**config.mk**
```make
export PLATFORM = sky130hd
export DESIGN_NAME = ptl_core
export DESIGN_NICKNAME = d
export VERILOG_FILES = /design/src/include/ptl_pkg.sv /design/src/rtl/ptl_core.sv
export VERILOG_INCLUDE_DIRS = /design/src /design/src/include
export SDC_FILE = /design/constraint.sdc
export NUM_CORES = 1
export LEC_CHECK = 0
export BUFFER_PORTS_ARGS = -buffer_cell sky130_fd_sc_hd__buf_2
export CAP_MARGIN = 40
export CORE_ASPECT_RATIO = 1.5
export CORE_UTILIZATION = 40
export CTS_CLUSTER_DIAMETER = 80
export CTS_CLUSTER_SIZE = 8
export DETAILED_ROUTE_END_ITERATION = 10
export PLACE_DENSITY = 0.64
export SETUP_SLACK_MARGIN = 0.4
export SLEW_MARGIN = 30
export SYNTH_ARGS = -nofsm -noshare
export SYNTH_HDL_FRONTEND = slang
export SYNTH_SLANG_ARGS = --single-unit
export TNS_END_PERCENT = 100
```
**constraint.sdc**
```tcl
create_clock -name core_clk -period 11.6 [get_ports core_clk]
set_clock_uncertainty 0.15 [all_clocks]
set_input_delay 0.58 -clock core_clk [delete_from_list [all_inputs] [get_ports core_clk]]
set_output_delay 0.58 -clock core_clk [all_outputs]
set_load 0.02 [all_outputs]
```
**src/include/ptl_regs.svh**
```systemverilog
// command codes, reset values, field positions and timing figures
`ifndef PTL_REGS_SVH
`define PTL_REGS_SVH
// command codes
`define PTL_CMD_OPER   8'h01
`define PTL_CMD_OTF    8'h4F
`define PTL_CMD_OTW    8'h51
`define PTL_CMD_OVF    8'h55
`define PTL_CMD_OVW    8'h57
`define PTL_CMD_OCF    8'h5B
`define PTL_CMD_OCW    8'h5D
`define PTL_CMD_TON    8'h60
`define PTL_CMD_HV     8'h88
`define PTL_CMD_HI     8'h89
`define PTL_CMD_LV     8'h8B
`define PTL_CMD_LI     8'h8C
`define PTL_CMD_TMP    8'h8D
`define PTL_CMD_RES    8'hD4
`define PTL_CMD_UVD    8'hD7
// reset values: limits at full protection value
`define PTL_RST_OVF    16'h10FE
`define PTL_RST_OCF    16'h157C
`define PTL_RST_OTF    16'h007D
`define PTL_RST_TON    16'h0000
`define PTL_RST_UVD    16'h0000
`define PTL_RST_PINS   6'h30
`define PTL_DIS_LV     16'hF448
`define PTL_DIS_TMP    16'hFEEF
`define PTL_BAD_CMD    16'hFFFF
`define PTL_UV_NOMINAL 16'h08CA
`define PTL_UV_DEFAULT 16'h0A28
`define PTL_TON_MAX    16'h0064
`define PTL_UV_DELAY   16'h0014
`define PTL_OVLO_PCT   32'h3
`define PTL_PCT_FULL   32'h64
// field positions
`define PTL_OPER_ON_BIT 7
`define PTL_UVD_BIT     0
// address strap
`define PTL_ADDR_BASE  7'h10
`define PTL_BAND_QMV   14'h0339
// timing
`define PTL_CLK_MHZ    125
`define PTL_FAST_US    100
`define PTL_SLOW_MS    100
`define PTL_READY_US   1500
`define PTL_COMMIT_MS  3
`endif

```
**src/include/ptl_pkg.sv**
```systemverilog
// types shared by the telemetry and limits command handler
`default_nettype none
package ptl_pkg;
  // link byte engine states, gray along rx-ack-tx-rack
  typedef enum logic [2:0] {
    ST_IDLE = 3'h0,
    ST_RX   = 3'h1,
    ST_ACK  = 3'h3,
    ST_TX   = 3'h2,
    ST_RACK = 3'h6
  } ptl_state_t;
endpackage
`default_nettype wire

```
**src/rtl/ptl_core.sv**
```systemverilog
// management command handler: telemetry reads and protection limit writes
`include "ptl_regs.svh"
`default_nettype none
module ptl_core import ptl_pkg::*; #(
  parameter int FAST_CYC   = `PTL_FAST_US * `PTL_CLK_MHZ,
  parameter int SLOW_CYC   = `PTL_SLOW_MS * 1000 * `PTL_CLK_MHZ,
  parameter int READY_CYC  = `PTL_READY_US * `PTL_CLK_MHZ,
  parameter int COMMIT_CYC = `PTL_COMMIT_MS * 1000 * `PTL_CLK_MHZ
) (
  input  wire logic        core_clk,
  input  wire logic        srst,
  input  wire logic        scl_i,
  input  wire logic        sda_i,
  output logic             sda_o,
  output logic             sda_oe,
  input  wire logic        bias_supply_pin,
  input  wire logic        hi_below_uv,
  input  wire logic        fwd_dir,
  input  wire logic        hi_present,
  input  wire logic [11:0] strap_mv,
  input  wire logic [15:0] hi_v_raw,
  input  wire logic [15:0] hi_i_raw,
  input  wire logic [15:0] lo_v_raw,
  input  wire logic [15:0] lo_i_raw,
  input  wire logic [15:0] lo_r_raw,
  input  wire logic [15:0] temp_raw,
  output logic             module_on,
  output logic             bus_active,
  output logic [6:0]       bus_addr,
  output logic [15:0]      ovf,
  output logic [15:0]      ovw,
  output logic [15:0]      ocf,
  output logic [15:0]      ocw,
  output logic [15:0]      otf,
  output logic [15:0]      otw,
  output logic [15:0]      ton,
  output logic [15:0]      uvd,
  output logic [15:0]      hi_side_overvoltage_lockout_point,
  output logic [15:0]      hi_side_undervoltage_threshold,
  output logic [15:0]      start_delay_ms,
  output logic             commit_busy,
  output logic             nvm_commit
);
  // ---------------------------------------------------------------
  // pin synchronisers and link edges
  // ---------------------------------------------------------------
  logic [5:0]  pin_q1;
  logic [5:0]  pin_q2;
  logic        scl_d;
  logic        sda_d;
  // first stage is read only by the second
  // link lines reset to their idle high level so no false edge follows reset
  always_ff @(posedge core_clk) begin
    if (srst) begin
      pin_q1 <= `PTL_RST_PINS;
      pin_q2 <= `PTL_RST_PINS;
      scl_d  <= 1'b1;
      sda_d  <= 1'b1;
    end else begin
      pin_q1 <= {scl_i, sda_i, bias_supply_pin, hi_below_uv, fwd_dir, hi_present};
      pin_q2 <= pin_q1;
      scl_d  <= pin_q2[5];
      sda_d  <= pin_q2[4];
    end
  end
  wire scl_s    = pin_q2[5];
  wire sda_s    = pin_q2[4];
  wire bias_s   = pin_q2[3];
  wire below_s  = pin_q2[2];
  wire fwd_s    = pin_q2[1];
  wire hpres_s  = pin_q2[0];
  wire scl_rise = scl_s & ~scl_d;
  wire scl_fall = ~scl_s & scl_d;
  wire start_c  = scl_s & scl_d & sda_d & ~sda_s;
  wire stop_c   = scl_s & scl_d & ~sda_d & sda_s;

  // ---------------------------------------------------------------
  // start-up: link ready timer and address strap
  // ---------------------------------------------------------------
  logic [23:0] rdy_cnt;
  logic        addr_ok;
  wire  [13:0] strap_q   = {strap_mv, 2'b00};
  wire  [13:0] band_raw  = strap_q / `PTL_BAND_QMV;
  wire  [3:0]  band      = (band_raw > 14'h000F) ? 4'hF : band_raw[3:0];
  wire  [6:0]  strap_addr = `PTL_ADDR_BASE + {3'h0, band};
  wire         rdy_done  = rdy_cnt == 24'(READY_CYC - 1);
  // address caught once; top band clamps so 3.3 V stays in range
  always_ff @(posedge core_clk) begin
    if (srst) begin
      rdy_cnt    <= 24'h000000;
      bus_active <= 1'b0;
      addr_ok    <= 1'b0;
      bus_addr   <= 7'h00;
    end else begin
      if (!bias_s) rdy_cnt <= 24'h000000;  // a bias dropout restarts the wait
      else if (!bus_active) rdy_cnt <= rdy_cnt + 24'h000001;
      if (bias_s && rdy_done) bus_active <= 1'b1;
      if (bus_active && !addr_ok) begin
        addr_ok  <= 1'b1;
        bus_addr <= strap_addr;
      end
    end
  end

  // ---------------------------------------------------------------
  // telemetry snapshots
  // ---------------------------------------------------------------
  logic [23:0] fast_cnt;
  logic [23:0] slow_cnt;
  logic [15:0] snap_hv, snap_hi, snap_lv, snap_li, snap_r, snap_t;
  wire tick_fast = fast_cnt == 24'(FAST_CYC - 1);
  wire tick_slow = slow_cnt == 24'(SLOW_CYC - 1);
  // no bias and no input power: contents cannot be held
  wire lose = ~bias_s & ~hpres_s;
  always_ff @(posedge core_clk) begin
    if (srst) begin
      fast_cnt <= 24'h000000;
      slow_cnt <= 24'h000000;
    end else begin
      fast_cnt <= tick_fast ? 24'h000000 : fast_cnt + 24'h000001;
      slow_cnt <= tick_slow ? 24'h000000 : slow_cnt + 24'h000001;
    end
  end
  // refresh runs regardless of bias
  always_ff @(posedge core_clk) begin
    if (srst || lose) begin
      {snap_hv, snap_hi, snap_lv, snap_li} <= 64'h0;
      {snap_r, snap_t} <= 32'h0;
    end else begin
      if (tick_fast) begin
        snap_hv <= hi_v_raw;
        snap_hi <= hi_i_raw;
        snap_lv <= lo_v_raw;
        snap_li <= lo_i_raw;
      end
      if (tick_slow) begin
        snap_r <= lo_r_raw;
        snap_t <= temp_raw;
      end
    end
  end

  // ---------------------------------------------------------------
  // read selection
  // ---------------------------------------------------------------
  logic [7:0]  cmd;
  wire  [15:0] rd_lv = module_on ? snap_lv : `PTL_DIS_LV;
  wire  [15:0] rd_t  = module_on ? snap_t : `PTL_DIS_TMP;
  wire  [15:0] rd_hi = fwd_s ? snap_hi : 16'h0000;
  wire  [15:0] rd_li = fwd_s ? snap_li : 16'h0000;
  wire  [15:0] rd_value =
      (cmd == `PTL_CMD_HV)   ? snap_hv :
      (cmd == `PTL_CMD_HI)   ? rd_hi :
      (cmd == `PTL_CMD_LV)   ? rd_lv :
      (cmd == `PTL_CMD_LI)   ? rd_li :
      (cmd == `PTL_CMD_TMP)  ? rd_t :
      (cmd == `PTL_CMD_RES)  ? snap_r :
      (cmd == `PTL_CMD_OPER) ? {8'h00, module_on, 7'h00} :
      (cmd == `PTL_CMD_OVF)  ? ovf :
      (cmd == `PTL_CMD_OVW)  ? ovw :
      (cmd == `PTL_CMD_OCF)  ? ocf :
      (cmd == `PTL_CMD_OCW)  ? ocw :
      (cmd == `PTL_CMD_OTF)  ? otf :
      (cmd == `PTL_CMD_OTW)  ? otw :
      (cmd == `PTL_CMD_TON)  ? ton :
      (cmd == `PTL_CMD_UVD)  ? uvd : `PTL_BAD_CMD;

  // ---------------------------------------------------------------
  // link byte engine (word read / word write, low byte first)
  // ---------------------------------------------------------------
  ptl_state_t  state;
  logic [3:0]  bitcnt;
  logic [7:0]  shreg;
  logic [7:0]  wlo;
  logic [15:0] txw;
  logic [1:0]  byte_idx;
  logic        rw;
  wire addr_hit = addr_ok && (shreg[7:1] == bus_addr);
  wire byte_end = (state == ST_RX) && scl_fall && (bitcnt == 4'h8);
  wire wr_fire  = byte_end && (byte_idx == 2'h3) && !rw;
  wire [15:0] wr_data = {shreg, wlo};
  // no clock stretching; starts ignored until the link is ready
  always_ff @(posedge core_clk) begin
    if (srst) begin
      state    <= ST_IDLE;
      bitcnt   <= 4'h0;
      shreg    <= 8'h00;
      wlo      <= 8'h00;
      txw      <= 16'h0000;
      byte_idx <= 2'h0;
      rw       <= 1'b0;
      cmd      <= 8'h00;
      sda_oe   <= 1'b0;
    end else if (stop_c) begin
      state  <= ST_IDLE;
      sda_oe <= 1'b0;
    end else if (start_c && bus_active) begin
      state    <= ST_RX;
      bitcnt   <= 4'h0;
      byte_idx <= 2'h0;
      sda_oe   <= 1'b0;
    end else begin
      unique case (state)
        ST_IDLE: sda_oe <= 1'b0;
        ST_RX: begin
          if (scl_rise) begin
            shreg  <= {shreg[6:0], sda_s};
            bitcnt <= bitcnt + 4'h1;
          end else if (byte_end) begin
            bitcnt   <= 4'h0;
            byte_idx <= byte_idx + 2'h1;
            if (byte_idx != 2'h0 || addr_hit) begin
              state  <= ST_ACK;
              sda_oe <= 1'b1;
            end else begin
              state <= ST_IDLE;
            end
            if (byte_idx == 2'h0) rw <= shreg[0];
            if (byte_idx == 2'h0) txw <= rd_value;
            if (byte_idx == 2'h1) cmd <= shreg;
            if (byte_idx == 2'h2) wlo <= shreg;
          end
        end
        ST_ACK: begin
          if (scl_fall && rw) begin
            state  <= ST_TX;
            sda_oe <= ~txw[7];
            shreg  <= {txw[6:0], 1'b0};
            bitcnt <= 4'h1;
          end else if (scl_fall) begin
            state  <= ST_RX;
            sda_oe <= 1'b0;
          end
        end
        ST_TX: begin
          if (scl_fall && bitcnt == 4'h8) begin
            state  <= ST_RACK;
            sda_oe <= 1'b0;
          end else if (scl_fall) begin
            sda_oe <= ~shreg[7];
            shreg  <= {shreg[6:0], 1'b0};
            bitcnt <= bitcnt + 4'h1;
          end
        end
        ST_RACK: begin
          // master ack moves on to the next byte of the word
          if (scl_rise) begin
            state <= sda_s ? ST_IDLE : ST_ACK;
            txw   <= {8'h00, txw[15:8]};
          end
        end
        default: state <= ST_IDLE;
      endcase
    end
  end

  // ---------------------------------------------------------------
  // variables and derived thresholds
  // ---------------------------------------------------------------
  wire wr_ok   = ~module_on & below_s & bias_s;
  wire ton_ok  = wr_data <= `PTL_TON_MAX;
  wire is_var  = (cmd == `PTL_CMD_OTF) | (cmd == `PTL_CMD_OTW) | (cmd == `PTL_CMD_OVF) |
                 (cmd == `PTL_CMD_OVW) | (cmd == `PTL_CMD_OCF) | (cmd == `PTL_CMD_OCW) |
                 (cmd == `PTL_CMD_UVD) | ((cmd == `PTL_CMD_TON) & ton_ok);
  wire lim_acc = wr_fire & wr_ok & is_var;
  wire oper_we = wr_fire & bias_s & (cmd == `PTL_CMD_OPER);
  wire [15:0] ovlo_drop = 16'((32'(ovf) * `PTL_OVLO_PCT) / `PTL_PCT_FULL);
  // refused writes simply fall through with no store
  always_ff @(posedge core_clk) begin
    if (srst) begin
      module_on <= 1'b0;
      ovf <= `PTL_RST_OVF;
      ovw <= `PTL_RST_OVF;
      ocf <= `PTL_RST_OCF;
      ocw <= `PTL_RST_OCF;
      otf <= `PTL_RST_OTF;
      otw <= `PTL_RST_OTF;
      ton <= `PTL_RST_TON;
      uvd <= `PTL_RST_UVD;
    end else begin
      if (oper_we) module_on <= wr_data[`PTL_OPER_ON_BIT];
      if (lim_acc && cmd == `PTL_CMD_OVF) ovf <= wr_data;
      if (lim_acc && cmd == `PTL_CMD_OVW) ovw <= wr_data;
      if (lim_acc && cmd == `PTL_CMD_OCF) ocf <= wr_data;
      if (lim_acc && cmd == `PTL_CMD_OCW) ocw <= wr_data;
      if (lim_acc && cmd == `PTL_CMD_OTF) otf <= wr_data;
      if (lim_acc && cmd == `PTL_CMD_OTW) otw <= wr_data;
      if (lim_acc && cmd == `PTL_CMD_TON) ton <= wr_data;
      if (lim_acc && cmd == `PTL_CMD_UVD) uvd <= wr_data;
    end
  end
  // thresholds follow one cycle behind their variables
  always_ff @(posedge core_clk) begin
    if (srst) begin
      hi_side_overvoltage_lockout_point <= 16'h0000;
      hi_side_undervoltage_threshold    <= `PTL_UV_NOMINAL;
      start_delay_ms                    <= `PTL_UV_DELAY;
      sda_o                             <= 1'b0;
    end else begin
      hi_side_overvoltage_lockout_point <= ovf - ovlo_drop;
      hi_side_undervoltage_threshold <=
          uvd[`PTL_UVD_BIT] ? `PTL_UV_DEFAULT : `PTL_UV_NOMINAL;
      start_delay_ms <= `PTL_UV_DELAY + ton;
      sda_o          <= 1'b0;  // open drain: low whenever enabled
    end
  end

  // ---------------------------------------------------------------
  // nonvolatile commit
  // ---------------------------------------------------------------
  logic [23:0] commit_cnt;
  wire commit_done = commit_busy && !module_on && commit_cnt == 24'(COMMIT_CYC - 1);
  // count only while disabled; a new write restarts and wins over the finish
  always_ff @(posedge core_clk) begin
    if (srst) begin
      commit_busy <= 1'b0;
      commit_cnt  <= 24'h000000;
      nvm_commit  <= 1'b0;
    end else begin
      nvm_commit <= commit_done && !lim_acc;
      if (lim_acc || module_on) commit_cnt <= 24'h000000;
      else if (commit_busy) commit_cnt <= commit_cnt + 24'h000001;
      if (lim_acc) commit_busy <= 1'b1;
      else if (commit_done) commit_busy <= 1'b0;
    end
  end

  // ---------------------------------------------------------------
  // checks
  // ---------------------------------------------------------------
  // read word load and scaled lockout figures, the latter checked against the scaled fault limit
  wire        rd_load     = byte_end && (byte_idx == 2'h0);
  wire [31:0] ovlo_scaled = 32'(hi_side_overvoltage_lockout_point) * `PTL_PCT_FULL
                            + 32'(ovf) * `PTL_OVLO_PCT;
  wire [31:0] ovf_scaled  = 32'(ovf) * `PTL_PCT_FULL;
endmodule // ptl_core
`default_nettype wire

```
# After elaboration in Yosys (flattened, before gate mapping)
# Cells that the tools add are included.
# W data, S select, Z words.
dict set report word_totals {
  reg_bits 445
  input_bits 116
  wordCells 257
}
dict set report op_classes {
  n_addsub 9
  mul 1
  n_div 2
  magnitude_cmp 2
  eq_ne 51
  n_mux 62
  n_bitwise 35
  reduce_logical 54
}
# op n
set ops {}
lappend ops {{$mux W16} 23}
lappend ops {{$add A24 B1 Y24 const B} 4}
lappend ops {{$eq A8 B7 Y1 const B} 7}
lappend ops {{$eq A8 B8 Y1 const B} 7}
lappend ops {{$reduce_and A6 Y1} 7}
lappend ops {{$div A18 B7 Y32 const B} 1}
lappend ops {{$mux W8} 4}
lappend ops {{$pmux W16 S2} 1}
lappend ops {{$mux W4} 7}
lappend ops {{$eq A24 B14 Y1 const B} 1}
lappend ops {{$eq A24 B18 Y1 const B} 1}
lappend ops {{$eq A24 B19 Y1 const B} 1}
lappend ops {{$eq A24 B24 Y1 const B} 1}
lappend ops {{$pmux W8 S3} 1}
lappend ops {{$logic_and A1 B1 Y1} 21}
lappend ops {{$ne A3 B3 Y1 const B} 7}
lappend ops {{$mul A16 B2 Y18 const B} 1}
lappend ops {{$mux W3} 6}
lappend ops {{$ne A2 B2 Y1 const B} 9}
lappend ops {{$add A5 B16 Y16 const A} 1}
lappend ops {{$le A16 B7 Y1 const B} 1}
lappend ops {{$sub A16 B16 Y16} 1}
lappend ops {{$and A1 B1 Y1} 15}
lappend ops {{$pmux W3 S5} 1}
lappend ops {{other kinds (35)} 87}

# Depth between registers and ports, before layout
dict set report logic_depth {
  word_depth 20
  ltp_mapped 54
}

# Worst setup path before layout
# No wires, ideal clock.
dict set report synth_path {
  path_type {flip-flop to flip-flop}
  from {register ovf[12]}
  to {register hi_side_overvoltage_lockout_point[13]}
  setup_ns 0.070
  t_arrival_ns 10.178
  t_required_ns 11.380
  slack_ns 1.202
  path_stages_with_launch 51
  synth_period_minus_slack_ns 10.398
  path_cell_list {dfxtp_1 -> inv_1 -> ha_1 -> a21oi_1 -> nand2_1 -> a32o_1 -> or4_1 -> buf_2 -> buf_6 -> o311ai_4 -> a31oi_2 -> o31ai_4 -> o311ai_4 -> a211o_1 -> a32o_2 -> or4_4 -> a31oi_1 -> mux2i_1 -> (+15 left out) -> inv_1 -> a21oi_1 -> nor2b_1 -> o21ai_0 -> nand2b_1 -> a21oi_1 -> inv_1 -> a21oi_1 -> nor2b_1 -> o21ai_0 -> nand2b_1 -> a21o_1 -> a21oi_1 -> nor2b_1 -> o21ai_0 -> nand2b_1 -> or3_1 -> a21oi_1}
}
dict set report synth_via {
  elab_chain_cells 3
}
# element line_no
set synth_lines {}
lappend synth_lines {{start, declared} ptl_core.sv:30} ;# output logic [15:0] ovf,
lappend synth_lines {{start signal, assigned} ptl_core.sv:272} ;# ovf <= `PTL_RST_OVF;
lappend synth_lines {{start signal, assigned} ptl_core.sv:282} ;# if (lim_acc && cmd == `PTL_CMD_OVF) ovf <= wr_data;
lappend synth_lines {{$mul A16 B2 Y18 (no line)} --}
lappend synth_lines {{$div A18 B7 Y32 (no line)} --}
lappend synth_lines {{$sub A16 B16 Y16 *} ptl_core.sv:300} ;# hi_side_overvoltage_lockout_point <= ovf - ovlo_drop;
lappend synth_lines {{end signal, assigned} ptl_core.sv:300}
lappend synth_lines {{end, declared} ptl_core.sv:38} ;# output logic [15:0] hi_side_overvoltage_lockout_point,
# Every way passes the cells marked *; elsewhere a longest branch is shown, timed or not.
# A chain may end at the register's enable or synchronous reset.

# Worst setup path in the final report
dict set report layout_path {
  from {register ovf[3]}
  to {register hi_side_overvoltage_lockout_point[13]}
}
# The elaborated chain is that of the path after synthesis.

==> run metrics <==
status finished, final reports clean; largest net degree at the start of global routing 83; DP Cell Count 3973; fin util 0.483; Avg WL per Cell 19.4 um; Crit Path Category reg2reg; Hold Slack 0.0270 ns; Layout Cells excl Fill 4050; VDD IR max 0.117 mV; die area 58500 um^2; min cycle time layout 10.61 ns; DP HPWL 58000 um; RSZ-0062 raised after global routing false; grt ovf 0; via count 22900; Area growth syn-to-layout 19.2%; Adder-Cell Fraction of Synth Area 0.0276; Hold Path Class in2reg; final RePlAce weighted congestion 0.945; RR Startpoint ovf[3]; share of layout cells above drive strength 1 0.182; total track usage 0.262; f_max 94.3 MHz; synthesized flop and latch total 428; final wirelength 78400 um; Slew HR 0.427; final worst slack 0.991 ns; placed cell area 25400 um^2; num ports 305; row cnt 107; CTS tree yes; Crit-path slowest cell or4_1; maximum clock insertion buffer count 3; asr flop ratio synth 0; WHS Endpoint pin_q1[4]; Worst R2R End hi_side_overvoltage_lockout_point[13]; Pre-antenna DRT Iters 7; Hold Crit Depth 2; first-pass GRT wire length 121000 um; post-synthesis mux area share 0.0158; setup violators final 0; cells after synthesis 3018; Ys Warns 0; Avg Synthesized Cell Area 7.63 um^2; Crit. End Element flop; post-route ant nets 0; CP max FO 15; static leakage 10.5 nW; main combinational cell family by area after synthesis simple AND/OR/NAND/NOR gates; Pwr Total 3.18 mW; Slew @ Worst Pin 0.854 ns; effective utilization at floorplan 0.406; fin area 27400 um^2; Main synth FF type dfxtp_1; final net count 3447; Worst Path Buf+Inv 4; Setup TNS Final 0 ns; fin crit share 0.915; CTS Buf Count 59; complex-gate fraction of the synthesized area 0.199; sequential cell area fraction in the yosys report 0.372; synthesized area 23000 um^2; vias per std cell 5.66; H-tree Lvls 2; Initial DRC Count 1452; flop2flop setup slack 0.99 ns; CTS sink cnt 428; Critical Path AT 10.98 ns; delay-heaviest family, CP compound AO/OA/AOI/OAI gates; Max-Cap Viols 0; commonest non-fill, non-tap cell in the layout nand2_1; Port-buffer cells 290; most frequent cells in the layout 575 x nand2_1, 417 x dfxtp_1, 305 x nor2_1; Root Buffer clkbuf_16; Pwr Density 116 nW/um^2; endpoints failing hold 0; core box area 56800 um^2; Hold Buf Count CTS 0; Max Slew Vio Count 0; post-synthesis xor/xnor area fraction 0.0593; DIE HEIGHT 296 um; Max stage delay on crit path 0.54 ns; Ant. Diodes 0; Worst-Skew Late Latency 0.63 ns; simple-gate share of the synthesized area 0.282; DIE WIDTH 198 um; Post-synth EDFFs 0; initial antenna violation count 2; Yosys cell types 113; hold path startpoint sda_i; r2r worst-path depth 48; number of global-route vias before repair 21800; Clock transition at path regs 0.05 ns; pre-CTS WS 0.469 ns; Critical Path RT 11.97 ns; startpoint types flop; DRC errors left 0; cell mode on critical path nand2b_1
-- report_power, final --
part	switching (mW)	internal, mW	leakage (nW)
Clock	0.629	0.912	0.770
Combinational	0.0959	0.0616	6.30
Sequential	0.00323	1.48	3.46
Total	0.728	2.45	10.5
-- worst max-delay path by stage --
stage	start	endpoint	cells past startpoint
final	ovf[3]	hi_side_overvoltage_lockout_point[13]	48
after global routing	ovf[9]	hi_side_overvoltage_lockout_point[13]	48
after global placement	ovf[1]	hi_side_overvoltage_lockout_point[13]	50
after detailed placement	ovf[1]	hi_side_overvoltage_lockout_point[13]	50
after floorplan	ovf[12]	hi_side_overvoltage_lockout_point[13]	50
after CTS	ovf[1]	hi_side_overvoltage_lockout_point[13]	50
-- cells in the mapped netlist (all sizes together) (6+ instances only) --
library cell,instances,share of area
xnor2,72,0.028
o221ai,11,0.0045
a32oi,7,0.0036
or3,26,0.0071
xor2,83,0.032
a211oi,18,0.0067
o21a,9,0.0029
nor2b,36,0.0098
mux2i,33,0.014
nand2,578,0.094
o22ai,47,0.014
o21ai,153,0.035
a311oi,13,0.0052
a21oi,284,0.063
nand4,28,0.0079
and3,43,0.012
nand2b,31,0.0084
o2111ai,11,0.0045
nor3,44,0.010
nand3b,46,0.015
or2,16,0.0043
o311ai,9,0.0049
o31ai,8,0.0032
and4,7,0.0028
ha,46,0.025
nor4b,12,0.0055
a21o,10,0.0033
nor2,314,0.051
and2,28,0.0077
a31oi,30,0.0087
buf,41,0.011
nor4,35,0.0098
or4,6,0.0021
a22oi,6,0.0020
clkbuf,154,0.025
o211ai,31,0.011
a2bb2oi,6,0.0026
inv,47,0.0078
dfxtp,428,0.37
nand3,125,0.027
nand4b,6,0.0023
-- final cells by class --
type	instances	area, um^2
clock buffers	62	1530
clock inverters	2	38.8
fillers	5793	29300
inverters	47	179
multi-input cells	2360	13900
flip-flops and latches	428	8580
well taps	763	955
repair buffers	388	2260
-- cells by family (layout without fill, tap and decap cells) --
| family | count (synthesis) | count (layout) |
|---|---|---|
| and+or+nand+nor | 1392 | 1392 |
| DFF | 428 | 428 |
| muxes | 36 | 36 |
| buffers and inverters | 242 | 499 |
| xor gates and xnor gates | 155 | 155 |
| AOI/OAI and AO/OA | 712 | 712 |
| other | 2 | 14 |
| adders and majority gates | 51 | 51 |
-- layer usage --
layer | share of wire | track usage
met1 | 0.39 | 0.297
met2 | 0.51 | 0.478
met3 | 0.055 | 0.0351
met4 | 0.049 | 0.126
met5 | 0.00040 | 0
-- state kept, by name, indices dropped and copies added, names as in the netlist, 24 cells and up --
| signal | cells |
|---|---|
| rdy_cnt | 24 |
| commit_cnt | 24 |
| fast_cnt | 24 |
| slow_cnt | 24 |
-- what timing repair did --
action	4_1_cts	5_1_grt
pin swaps	0	16
resized for setup	1	82
gates cloned	0	0
buffers inserted	0	10
setup endpoints to repair	1	8
No activity file was read; power rests on OpenSTA's default activity.
